<file path="src/include/dhi_pkg.sv">
// Constants and types shared by the display host controller
package dhi_pkg;
    // Clock and timing
    localparam int CLK_NS = 50;
    localparam int STRB_NS = 300;
    localparam int SCK_HALF_NS = 250;
    localparam int DOT_HALF_NS = 200;
    localparam int RST_LOW_NS = 10000;
    localparam logic [7:0] STRB_CYC = 8'((STRB_NS + CLK_NS - 1) / CLK_NS);
    localparam logic [7:0] SCK_HALF_CYC = 8'((SCK_HALF_NS + CLK_NS - 1) / CLK_NS);
    localparam logic [7:0] DOT_HALF_CYC = 8'((DOT_HALF_NS + CLK_NS - 1) / CLK_NS);
    localparam logic [7:0] RST_CYC = 8'((RST_LOW_NS + CLK_NS - 1) / CLK_NS);
    // Mode input field positions
    localparam int MODE_NARROW_BIT = 0;
    localparam int MODE_WIDE_BIT = 3;
    // Serial frame
    localparam logic [4:0] SER_PREFIX = 5'h0e;
    localparam logic [4:0] SER_BITS = 5'd24;
    // Pixel bus width codes
    localparam logic [1:0] PIX_W18 = 2'h0;
    localparam logic [1:0] PIX_W16 = 2'h1;
    localparam logic [1:0] PIX_W6 = 2'h2;
    // Lane masks and idle values
    localparam logic [17:0] LANES_18 = 18'h3ffff;
    localparam logic [17:0] LANES_16 = 18'h3fdfe;
    localparam logic [17:0] LANES_9 = 18'h3fe00;
    localparam logic [17:0] LANES_8 = 18'h3fc00;
    localparam logic [17:0] OE_SER = 18'h3fffe;
    // Interface kind decoded from the mode inputs
    typedef enum logic [1:0] {BUS_68, BUS_80, BUS_SPI, BUS_NONE} dhi_bus_t;
endpackage

</file>
<file path="src/dhi_host.sv">
// Host controller for the display panel system bus and pixel port
`timescale 1ns/1ps
`default_nettype none
// Notes on behaviour
// - Top mode input low: 000/001 68-type 16/8, 010/011 80-type 16/8, 10x serial.
// - Top mode input high: 68-type 18/9, 80-type 18/9, 10x differential link (host refuses it with an error response).
// - Lanes: 18-bit 17-0, 16-bit 17-10 and 8-1, 9-bit 17-9, 8-bit 17-10.
// - Accesses count only while chip select is low.
// - Register select low means index or status, high means control or memory.
// - 68-type: direction low writes, high reads; enable qualifies the access.
// - Serial input sampled on clock rise; output shifted on clock fall.
// - Active-low reset initialises the device, applied after power is stable.
// - Pixel lanes: 18-bit 17-0, 16-bit 17-13 and 11-1, 6-bit 17-12.
// - First memory read word is invalid; host discards it on 68-type and 80-type reads, not on serial reads.
module dhi_host
(
    // Clock and reset
    input wire logic core_clk_i,
    input wire logic sys_rst_i,
    // User commands
    input wire logic cmd_valid_i,
    input wire logic cmd_write_i,
    input wire logic cmd_rs_i,
    input wire logic [17:0] cmd_data_i,
    output logic cmd_ready_o,
    output logic rsp_valid_o,
    output logic [17:0] rsp_data_o,
    output logic rsp_err_o,
    // Configuration
    input wire logic [3:0] cfg_mode_i,
    input wire logic pwr_stable_i,
    input wire logic rst_req_i,
    input wire logic [1:0] cfg_pix_width_i,
    input wire logic cfg_enable_pol_i,
    input wire logic cfg_vs_pol_i,
    input wire logic cfg_hs_pol_i,
    input wire logic cfg_dot_pol_i,
    // Pixel stream
    input wire logic pix_valid_i,
    input wire logic [17:0] pix_data_i,
    input wire logic pix_frame_i,
    input wire logic pix_line_i,
    output logic pix_ready_o,
    // Device system pins
    output logic mode_sel_top_o,
    output logic mode_sel_two_o,
    output logic mode_sel_one_o,
    output logic mode_sel_low_or_idbit_o,
    output logic reset_n_o,
    output logic chip_sel_n_o,
    output logic reg_select_o,
    output logic write_strobe_n_o,
    output logic read_strobe_n_o,
    output logic [17:0] host_data_lanes_o,
    output logic [17:0] host_data_lanes_oe_n_o,
    input wire logic [17:0] host_data_lanes_i,
    // Device pixel pins
    output logic dot_clock_o,
    output logic enable_o,
    output logic frame_sync_o,
    output logic line_sync_o,
    output logic [17:0] pixel_bus_o
);

    typedef enum logic [2:0] {ST_IDLE, ST_SETUP, ST_PULSE, ST_HOLD, ST_SER, ST_RESP} dhi_state_t;

    // ==========================================================
    // Helpers
    function automatic dhi_pkg::dhi_bus_t bus_kind(input logic [3:0] m);
        if (!m[2])
            bus_kind = m[1] ? dhi_pkg::BUS_80 : dhi_pkg::BUS_68;
        else if (!m[3] && !m[1])
            bus_kind = dhi_pkg::BUS_SPI;
        else
            bus_kind = dhi_pkg::BUS_NONE;
    endfunction

    function automatic logic [17:0] lane_mask(input logic [3:0] m);
        if (m[dhi_pkg::MODE_WIDE_BIT])
            lane_mask = m[dhi_pkg::MODE_NARROW_BIT] ? dhi_pkg::LANES_9 : dhi_pkg::LANES_18;
        else
            lane_mask = m[dhi_pkg::MODE_NARROW_BIT] ? dhi_pkg::LANES_8 : dhi_pkg::LANES_16;
    endfunction

    function automatic logic [17:0] pack_db(input logic [3:0] m, input logic b,
        input logic [17:0] d);
        if (m[dhi_pkg::MODE_WIDE_BIT] && !m[dhi_pkg::MODE_NARROW_BIT])
            pack_db = d;
        else if (m[dhi_pkg::MODE_WIDE_BIT])
            pack_db = {(b ? d[8:0] : d[17:9]), 9'h000};
        else if (!m[dhi_pkg::MODE_NARROW_BIT])
            pack_db = {d[15:8], 1'b0, d[7:0], 1'b0};
        else
            pack_db = {(b ? d[7:0] : d[15:8]), 10'h000};
    endfunction

    function automatic logic [17:0] unpack_db(input logic [3:0] m, input logic b,
        input logic [17:0] l, input logic [17:0] p);
        if (m[dhi_pkg::MODE_WIDE_BIT] && !m[dhi_pkg::MODE_NARROW_BIT])
            unpack_db = l;
        else if (m[dhi_pkg::MODE_WIDE_BIT])
            unpack_db = b ? {p[17:9], l[17:9]} : {l[17:9], 9'h000};
        else if (!m[dhi_pkg::MODE_NARROW_BIT])
            unpack_db = {2'h0, l[17:10], l[8:1]};
        else
            unpack_db = b ? {2'h0, p[15:8], l[17:10]} : {2'h0, l[17:10], 8'h00};
    endfunction

    function automatic logic [17:0] pack_pd(input logic [1:0] w, input logic [1:0] b,
        input logic [17:0] d);
        if (w == dhi_pkg::PIX_W16)
            pack_pd = {d[15:11], 1'b0, d[10:0], 1'b0};
        else if (w == dhi_pkg::PIX_W6)
            pack_pd = {(b == 2'h0 ? d[17:12] : (b == 2'h1 ? d[11:6] : d[5:0])), 12'h000};
        else
            pack_pd = d;
    endfunction

    // ==========================================================
    // Input synchronisers
    logic [17:0] lanes_meta;
    logic [17:0] lanes_sync;
    logic pwr_meta;
    logic pwr_sync;

    always_ff @(posedge core_clk_i)
    begin
        lanes_meta <= host_data_lanes_i;
        lanes_sync <= lanes_meta;
        pwr_meta <= pwr_stable_i;
        pwr_sync <= pwr_meta;
    end

    // ==========================================================
    // Device reset sequencer
    logic [7:0] rcnt;

    always_ff @(posedge core_clk_i)
    begin
        if (sys_rst_i || !pwr_sync || rst_req_i)
        begin
            rcnt <= 8'h00;
            reset_n_o <= 1'b0;
        end
        else if (!reset_n_o)
        begin
            if (rcnt == dhi_pkg::RST_CYC - 8'h01)
                reset_n_o <= 1'b1;
            else
                rcnt <= rcnt + 8'h01;
        end
    end

    // ==========================================================
    // Access sequencer
    dhi_state_t state;
    dhi_pkg::dhi_bus_t bus;
    logic [3:0] mode;
    logic [7:0] cnt;
    logic beat;
    logic dummy;
    logic need_dummy;
    logic op_wr;
    logic op_rs;
    logic [17:0] op_data;
    logic [23:0] shreg;
    logic [14:0] rshift;
    logic sck;
    logic [4:0] bit_cnt;

    assign bus = bus_kind(mode);
    assign cmd_ready_o = (state == ST_IDLE) && reset_n_o;
    assign rsp_valid_o = (state == ST_RESP);

    always_ff @(posedge core_clk_i)
    begin
        if (sys_rst_i)
            mode <= 4'h0;
        else if (state == ST_IDLE)
            mode <= cfg_mode_i;
    end

    always_ff @(posedge core_clk_i)
    begin
        if (sys_rst_i || !reset_n_o)
        begin
            state <= ST_IDLE;
            cnt <= 8'h00;
            beat <= 1'b0;
            dummy <= 1'b0;
            need_dummy <= 1'b1;
            op_wr <= 1'b0;
            op_rs <= 1'b0;
            op_data <= 18'h00000;
            rsp_data_o <= 18'h00000;
            rsp_err_o <= 1'b0;
            shreg <= 24'h000000;
            rshift <= 15'h0000;
            sck <= 1'b1;
            bit_cnt <= 5'h00;
        end
        else
        begin
            case (state)
                ST_IDLE:
                begin
                    if (cmd_valid_i)
                    begin
                        op_wr <= cmd_write_i;
                        op_rs <= cmd_rs_i;
                        op_data <= cmd_data_i;
                        cnt <= 8'h00;
                        beat <= 1'b0;
                        rsp_err_o <= 1'b0;
                        sck <= 1'b1;
                        bit_cnt <= 5'h00;
                        if (bus == dhi_pkg::BUS_NONE)
                        begin
                            rsp_err_o <= 1'b1;
                            state <= ST_RESP;
                        end
                        else if (bus == dhi_pkg::BUS_SPI)
                        begin
                            shreg <= {dhi_pkg::SER_PREFIX, mode[0], cmd_rs_i, !cmd_write_i,
                                cmd_data_i[15:0]};
                            state <= ST_SER;
                        end
                        else
                        begin
                            dummy <= !cmd_write_i && cmd_rs_i && need_dummy;
                            state <= ST_SETUP;
                        end
                    end
                end
                ST_SETUP:
                begin
                    cnt <= (cnt == dhi_pkg::STRB_CYC - 8'h01) ? 8'h00 : cnt + 8'h01;
                    if (cnt == dhi_pkg::STRB_CYC - 8'h01)
                        state <= ST_PULSE;
                end
                ST_PULSE:
                begin
                    cnt <= (cnt == dhi_pkg::STRB_CYC - 8'h01) ? 8'h00 : cnt + 8'h01;
                    if (cnt == dhi_pkg::STRB_CYC - 8'h01)
                    begin
                        if (!op_wr)
                            rsp_data_o <= unpack_db(mode, beat, lanes_sync, rsp_data_o);
                        state <= ST_HOLD;
                    end
                end
                ST_HOLD:
                begin
                    cnt <= (cnt == dhi_pkg::STRB_CYC - 8'h01) ? 8'h00 : cnt + 8'h01;
                    if (cnt == dhi_pkg::STRB_CYC - 8'h01)
                    begin
                        if (mode[dhi_pkg::MODE_NARROW_BIT] && !beat)
                        begin
                            beat <= 1'b1;
                            state <= ST_SETUP;
                        end
                        else if (dummy)
                        begin
                            dummy <= 1'b0;
                            beat <= 1'b0;
                            state <= ST_SETUP;
                        end
                        else
                            state <= ST_RESP;
                    end
                end
                ST_SER:
                begin
                    if (cnt == dhi_pkg::SCK_HALF_CYC - 8'h01)
                    begin
                        cnt <= 8'h00;
                        sck <= !sck;
                        if (sck)
                        begin
                            if (bit_cnt != 5'h00)
                                shreg <= {shreg[22:0], 1'b0};
                        end
                        else
                        begin
                            rshift <= {rshift[13:0], lanes_sync[1]};
                            bit_cnt <= bit_cnt + 5'h01;
                            if (bit_cnt == dhi_pkg::SER_BITS - 5'h01)
                            begin
                                if (!op_wr)
                                    rsp_data_o <= {2'h0, rshift[14:0], lanes_sync[1]};
                                state <= ST_RESP;
                            end
                        end
                    end
                    else
                        cnt <= cnt + 8'h01;
                end
                ST_RESP:
                begin
                    if (op_wr)
                        need_dummy <= 1'b1;
                    else if (op_rs)
                        need_dummy <= 1'b0;
                    state <= ST_IDLE;
                end
                default:
                    state <= ST_IDLE;
            endcase
        end
    end

    // ==========================================================
    // System pin drivers
    logic act;
    logic pulse;

    assign act = (state == ST_SETUP) || (state == ST_PULSE) || (state == ST_HOLD);
    assign pulse = (state == ST_PULSE);

    always_ff @(posedge core_clk_i)
    begin
        if (sys_rst_i)
        begin
            {mode_sel_top_o, mode_sel_two_o, mode_sel_one_o, mode_sel_low_or_idbit_o} <= 4'h0;
            chip_sel_n_o <= 1'b1;
            reg_select_o <= 1'b0;
            write_strobe_n_o <= 1'b1;
            read_strobe_n_o <= 1'b1;
            host_data_lanes_o <= 18'h00000;
            host_data_lanes_oe_n_o <= dhi_pkg::LANES_18;
        end
        else
        begin
            {mode_sel_top_o, mode_sel_two_o, mode_sel_one_o, mode_sel_low_or_idbit_o} <= mode;
            chip_sel_n_o <= !(act || state == ST_SER);
            reg_select_o <= op_rs;
            if (bus == dhi_pkg::BUS_SPI)
                host_data_lanes_o <= {17'h00000, shreg[23]};
            else
                host_data_lanes_o <= pack_db(mode, beat, op_data);
            if (bus == dhi_pkg::BUS_SPI && state == ST_SER)
                host_data_lanes_oe_n_o <= dhi_pkg::OE_SER;
            else if (act && op_wr && bus != dhi_pkg::BUS_NONE)
                host_data_lanes_oe_n_o <= ~lane_mask(mode);
            else
                host_data_lanes_oe_n_o <= dhi_pkg::LANES_18;
            case (bus)
                dhi_pkg::BUS_68:
                begin
                    write_strobe_n_o <= !(act && op_wr);
                    read_strobe_n_o <= pulse;
                end
                dhi_pkg::BUS_80:
                begin
                    write_strobe_n_o <= !(pulse && op_wr);
                    read_strobe_n_o <= !(pulse && !op_wr);
                end
                dhi_pkg::BUS_SPI:
                begin
                    write_strobe_n_o <= sck;
                    read_strobe_n_o <= 1'b0;
                end
                default:
                begin
                    write_strobe_n_o <= 1'b1;
                    read_strobe_n_o <= 1'b1;
                end
            endcase
        end
    end

    // ==========================================================
    // Pixel port
    logic [7:0] dcnt;
    logic [1:0] pbeat;
    logic launch;
    logic plast;

    assign launch = (dcnt == dhi_pkg::DOT_HALF_CYC - 8'h01) && (!dot_clock_o == cfg_dot_pol_i);
    assign plast = (cfg_pix_width_i != dhi_pkg::PIX_W6) || (pbeat == 2'h2);
    assign pix_ready_o = launch && plast;

    always_ff @(posedge core_clk_i)
    begin
        if (sys_rst_i)
        begin
            dcnt <= 8'h00;
            dot_clock_o <= 1'b0;
            pbeat <= 2'h0;
            enable_o <= 1'b0;
            frame_sync_o <= 1'b0;
            line_sync_o <= 1'b0;
            pixel_bus_o <= 18'h00000;
        end
        else
        begin
            dcnt <= (dcnt == dhi_pkg::DOT_HALF_CYC - 8'h01) ? 8'h00 : dcnt + 8'h01;
            if (dcnt == dhi_pkg::DOT_HALF_CYC - 8'h01)
                dot_clock_o <= !dot_clock_o;
            if (launch)
            begin
                enable_o <= cfg_enable_pol_i ^ !pix_valid_i;
                frame_sync_o <= (pix_valid_i && pix_frame_i) ^ !cfg_vs_pol_i;
                line_sync_o <= (pix_valid_i && pix_line_i) ^ !cfg_hs_pol_i;
                pixel_bus_o <= pack_pd(cfg_pix_width_i, pbeat, pix_data_i);
                if (pix_valid_i)
                    pbeat <= plast ? 2'h0 : pbeat + 2'h1;
            end
        end
    end

endmodule // dhi_host
`default_nettype wire

</file>
<file path="config.mk">
export PLATFORM = sky130hd
export DESIGN_NAME = dhi_host
export DESIGN_NICKNAME = d
export VERILOG_FILES = /design/src/include/dhi_pkg.sv /design/src/dhi_host.sv
export SDC_FILE = /design/constraint.sdc
export NUM_CORES = 1
export LEC_CHECK = 0
export ABC_AREA = 1
export BUFFER_PORTS_ARGS = -buffer_cell sky130_fd_sc_hd__buf_2
export CORE_ASPECT_RATIO = 1.4
export CORE_UTILIZATION = 50
export CTS_CLUSTER_DIAMETER = 60
export CTS_CLUSTER_SIZE = 24
export DETAILED_ROUTE_END_ITERATION = 8
export PLACE_DENSITY_LB_ADDON = 0.08
export SLEW_MARGIN = 5
export SYNTH_ARGS = -nofsm -noshare
export SYNTH_HDL_FRONTEND = slang
export SYNTH_SLANG_ARGS = --single-unit
</file>
<file path="constraint.sdc">
create_clock -name core_clk_i -period 1.7 [get_ports core_clk_i]
set_input_delay 0.34 -clock core_clk_i [delete_from_list [all_inputs] [get_ports core_clk_i]]
set_output_delay 0.34 -clock core_clk_i [all_outputs]
set_load 0.03 [all_outputs]
</file>
# Yosys cells after proc, flatten, opt, wreduce, memory -nomap -nowiden
# Cells that the tools add are included.
[word_totals]
ff_bits = 225
output_inout_bits = 89
wordCells = 245
[classes]
n_bitwise = 8
n_addsub = 5
n_mux = 82
n_reduce_logical = 68
eq_ne = 39
[op_table]
columns = ["operator", "count"]
rows = [
  ["$mux W18", 17],
  ["$mux W24", 6],
  ["$pmux W24 S2", 1],
  ["$pmux W18 S2", 1],
  ["$mux W3", 11],
  ["$mux W16", 2],
  ["$mux W8", 4],
  ["$ne A2 B2 Y1 const B", 15],
  ["$mux W9", 3],
  ["$add A8 B1 Y8 const B", 3],
  ["$pmux W8 S3", 1],
  ["$mux W1", 21],
  ["$reduce_and A7 Y1", 3],
  ["$not A18 Y18", 1],
  ["$logic_not A1 Y1", 17],
  ["$eq A8 B3 Y1 const B", 2],
  ["$reduce_and A8 Y1", 2],
  ["$logic_and A1 B1 Y1", 15],
  ["$mux W5", 3],
  ["$pmux W3 S5", 1],
  ["$mux W6", 2],
  ["$mux W10", 1],
  ["$pmux W5 S2", 1],
  ["$reduce_and A2 Y1", 5],
  ["32 further kinds", 64],
]

# Logic depth before layout (Yosys ltp)
[depth]
ltp_word = 12
depth_mapped = 11

# Least setup slack after synthesis
# Ideal clock, no wire load.
[synth_timing]
path_kind = "register to register"
from = "register state[2]"
to = "register need_dummy"
setup_ps = 122
arrival_time_ps = 1745
setup_slack_ps = -167
path_buffers = 0
synth_period_minus_slack_ps = 1867
t_required_ps = 1578
path_stages_with_launch = 5
cell_sequence = "dfxtp_1 inv_2 nor3_1 nand2_1 a221o_1"
[synth_via]
elab_chain_len = 2
[synth_lines]
columns = ["item", "line_no", "text"]
rows = [
  ["from (decl)", "dhi_host.sv:156", "dhi_state_t state;"],
  ["from (signal assigned)", "dhi_host.sv:187", "state <= ST_IDLE;"],
  ["from (signal assigned)", "dhi_host.sv:220", "state <= ST_RESP;"],
  ["from (signal assigned)", "dhi_host.sv:226", "state <= ST_SER;"],
  ["$eq A3 B3 Y1", "-", ""],
  ["net rsp_valid_o", "dhi_host.sv:26", "output logic rsp_valid_o,"],
  ["$reduce_and A2 Y1 (no line)", "-", ""],
  ["to (signal assigned)", "dhi_host.sv:191", "need_dummy <= 1'b1;"],
  ["to (signal assigned)", "dhi_host.sv:300", "need_dummy <= 1'b1;"],
  ["to (signal assigned)", "dhi_host.sv:302", "need_dummy <= 1'b0;"],
  ["to (decl)", "dhi_host.sv:162", "logic need_dummy;"],
]
# The timed path passes the listed nets, and every way through them passes these cells.
# A chain may end at the register's enable or synchronous reset.

# Final worst setup path
[layout_timing]
from = "register dcnt[7]"
to = "output pix_ready_o"
[layout_via]
elab_chain_len = 3
[layout_lines]
columns = ["item", "line_no", "text"]
rows = [
  ["from (decl)", "dhi_host.sv:373", "logic [7:0] dcnt;"],
  ["from (signal assigned)", "dhi_host.sv:396", "dcnt <= (dcnt == dhi_pkg::DOT_HALF_CYC - 8'h01) ? 8'h00 : dcnt + 8'h01;"],
  ["$eq A8 B2 Y1", "dhi_host.sv:378", "assign launch = (dcnt == dhi_pkg::DOT_HALF_CYC - 8'h01) && (!dot_clock_o == cfg_dot_pol_i);"],
  ["$logic_and A1 B1 Y1", "dhi_host.sv:378", ""],
  ["$logic_and A1 B1 Y1", "dhi_host.sv:380", "assign pix_ready_o = launch && plast;"],
  ["to (decl)", "dhi_host.sv:43", "output logic pix_ready_o,"],
]
# Every way passes these cells.

==> flow_summary.ini <==
[worst_hold_path]
worstHoldEndpoint = op_data[16]$_SDFFE_PP0P_
holdPathStages = 3
hold_class = in2reg
min-delay-start = cmd_data_i[16]

[floorplan]
row_count = 57
start_util = 0.5154
die-width_um = 115.4
core_area_um2 = 17470
die_h_um = 160.8
io_pins = 163
die_area_um2 = 18560

[synth]
avgSynthCellArea_um2 = 7.364
synth_cell_types = 45
synthDominantAreaCellType = dfxtp_1
synthFlopType = dfxtp_1
yosysSeqAreaShare = 0.4690
netlist_area_um2 = 9006
async_flop_share = 0
synth_edf_count = 0
synth_warnings = 0
synth_nets = 1307
synth_top_area_frac = 0.4690
synth.area.top_cells = dfxtp_1 (47%), nand2_1 (12%), a21oi_1 (6.3%)
synth_cells = 1223
ys_seq_elements = 211

[place]
gp_congestion = 0.8908
placed_cells = 1604
dp_slack_ns = -0.07980
hpwl_um = 15990
port_buffers = 162

[setup_path]
r2r_cells = 11
r2r-start = state[0]$_SDFFE_PP0P_
arrival_ns = 1.49
critPathKind = reg2out
critPathMaxFanout = 2
r2r-end = shreg[7]$_SDFFE_PP0P_
cp.required_ns = 1.36
worst_setup_path_end_kind = primary output
r2r_slack_ns = -0.01
cp-start-kind = flip-flop

[drt]
drtIter0Drc = 575
wl_met1_um = 9770
firstDrtPassIters = 5
num_vias = 8689
route.met3.wl_um = 1415
routed.top_layer = met4
drc = 0
met2WireLength_um = 11610
ant_nets = 0
vias_per_cell = 5.175
drt-total-wl_um = 23670
wl_per_cell_um = 14.10

[global_route]
grt_pass1_wl_um = 36560
grt_overflow_total = 0
antenna_found_initial = 1
grt_max_degree = 44
grt_pass1_vias = 7919
grt.total_usage = 0.2419

[finish]
drive_above_1_share = 0.2760
fillers = 1483
fin_util = 0.6765
area_delta_synth_final_pct = 31.26
final_common_cell = nand2_1
seqCellArea_um2 = 4242
stdcell_count = 1679
nets = 1518
final_cell_mix = nand2_1 (267), dfxtp_1 (199), buf_2 (159)
multi_input_area_um2 = 4451

[timing]
setup-violations-final = 4
worst_pin_slew_ns = 0.3843
fin_crit_ns = 1.833
setup_tns_ns = -0.3079
finClkSkew_ns = 0.02935
relSlewSlack = 0.7405
setup_ws_ns = -0.1325
fin_crit_sh = 1.078
finalHoldViolations = 0
slew_violations = 0
rsz0062_at_grt = yes
fmax_ghz = 0.5457

[clock_network]
htreeDepth = 1
clockRootBuffer = clkbuf_16
clock-sinks = 211
clockBufferDepth = 3
cts_tree = yes
clk_pin_slew_ns = 0.09
clk_latency_ns = 0.50
numCtsBuffers = 14

[power]
p_per_area_nw_per_um2 = 812.9
ir_worst_vdd_uv = 953.5
p_leak_nw = 5.045

[status]
failed_checks = negative setup slack
status = finished, violations left

[job]
maxCapViolCount = 0
[what timing repair did]
item	CTS	global route
endpoints found under the hold margin	19	0
setup buffers	14	14
gates resized for setup	35	116
endpoints found under the setup margin	39	77
gates cloned	1	3
pin swaps	9	43
hold buffers	19	0
[power by group]
part           leakage [nW]  switching, mW  total, mW  internal [mW]
logic                  3.08          0.443      0.740          0.298
clock network         0.245           1.80       3.78           1.98
registers              1.72         0.0549       5.09           5.03
[worst max-delay path, stage by stage, from the launching register on]
cell,delay [ns]
dfxtp_2,0.34
nor2_2,0.13
nand3_2,0.10
nor2_4,0.15
nand2_4,0.08
nor2_4,0.08
buf_6,0.13
[synthesized netlist by cell type (3+ instances only)]
| master | instances |
|---|---|
| o21ai_0 | 91 |
| o22ai_1 | 11 |
| buf_6 | 3 |
| o211ai_1 | 12 |
| or2_2 | 4 |
| xor2_1 | 11 |
| o21a_1 | 7 |
| buf_4 | 18 |
| nand4_1 | 9 |
| inv_2 | 12 |
| nor3_1 | 16 |
| nand2_4 | 3 |
| nand2_1 | 290 |
| clkbuf_1 | 29 |
| nand2_2 | 6 |
| inv_1 | 92 |
| ha_1 | 10 |
| a21oi_2 | 5 |
| a21oi_1 | 113 |
| nand3_1 | 68 |
| buf_2 | 16 |
| o21ai_1 | 10 |
| dfxtp_1 | 211 |
| nor2_2 | 7 |
| buf_1 | 4 |
| nor2_1 | 138 |
[state kept, by name (all words and copies together) (netlist names), 2 cells and up]
name	count
rshift	15
lanes_sync	18
bit_cnt	5
state	3
pixel_bus_o	18
op_data	18
mode	4
dcnt	8
host_data_lanes_oe_n_o	4
rsp_data_o	18
lanes_meta	18
shreg	24
rcnt	8
pbeat	2
host_data_lanes_o	18
cnt	8
[logic make-up (layout without fill, tap and decap cells)]
group	after synthesis	after routing	share of synthesized area
and+or+nand+nor	551	552	0.2566
muxes	1	1	0.001111
other	0	1	0
xor gates and xnor gates	13	13	0.01264
DFF	211	211	0.4690
adders and majority gates	10	10	0.01389
buffers and inverters	175	393	0.08544
AOI/OAI and AO/OA	262	262	0.1613
[layout make-up]
cell class / instances / share of cell area
multi-input cells: 838 / 0.3765
flip-flops and latches: 211 / 0.3588
repair buffers: 264 / 0.1600
inverters: 105 / 0.03768
clock buffers: 16 / 0.03207
well taps: 236 / 0.02498
clock inverters: 8 / 0.009738
diodes: 1 / 0.0002117
[layer usage]
| layer | global-route usage | vias up |
|---|---|---|
| li1 | - | 4385 |
| met1 | 0.3007 | 3933 |
| met2 | 0.4219 | 311 |
| met3 | 0.02755 | 60 |
| met4 | 0.09327 | 0 |
| met5 | 0 | - |
[worst max path at each step]
| stage | start | to | cells after the start |
|---|---|---|---|
| after floorplan | dcnt[0]$_SDFF_PP0_ | pix_ready_o | 6 |
| after global placement | cnt[0]$_SDFFE_PP0P_ | shreg[14]$_SDFFE_PP0P_ | 9 |
| after detailed placement | cnt[0]$_SDFFE_PP0P_ | shreg[10]$_SDFFE_PP0P_ | 9 |
| after CTS | state[0]$_SDFFE_PP0P_ | cmd_ready_o | 7 |
| after global routing | dcnt[7]$_SDFF_PP0_ | pix_ready_o | 6 |
| final | dcnt[7]$_SDFF_PP0_ | pix_ready_o | 6 |
[through the flow]
step / hold slack, ns / total power [mW] / instance area, µm²
final: 0.09578 / 9.610 / 11820
after floorplan: 0.3096 / 5.575 / 9019
after global placement: 0.3112 / 5.842 / 10230
after CTS: 0.09775 / 9.655 / 11160
after global routing: 0.1245 / 9.935 / 11820
after detailed placement: 0.3132 / 5.842 / 10230
No activity file was read; power rests on OpenSTA's default activity.
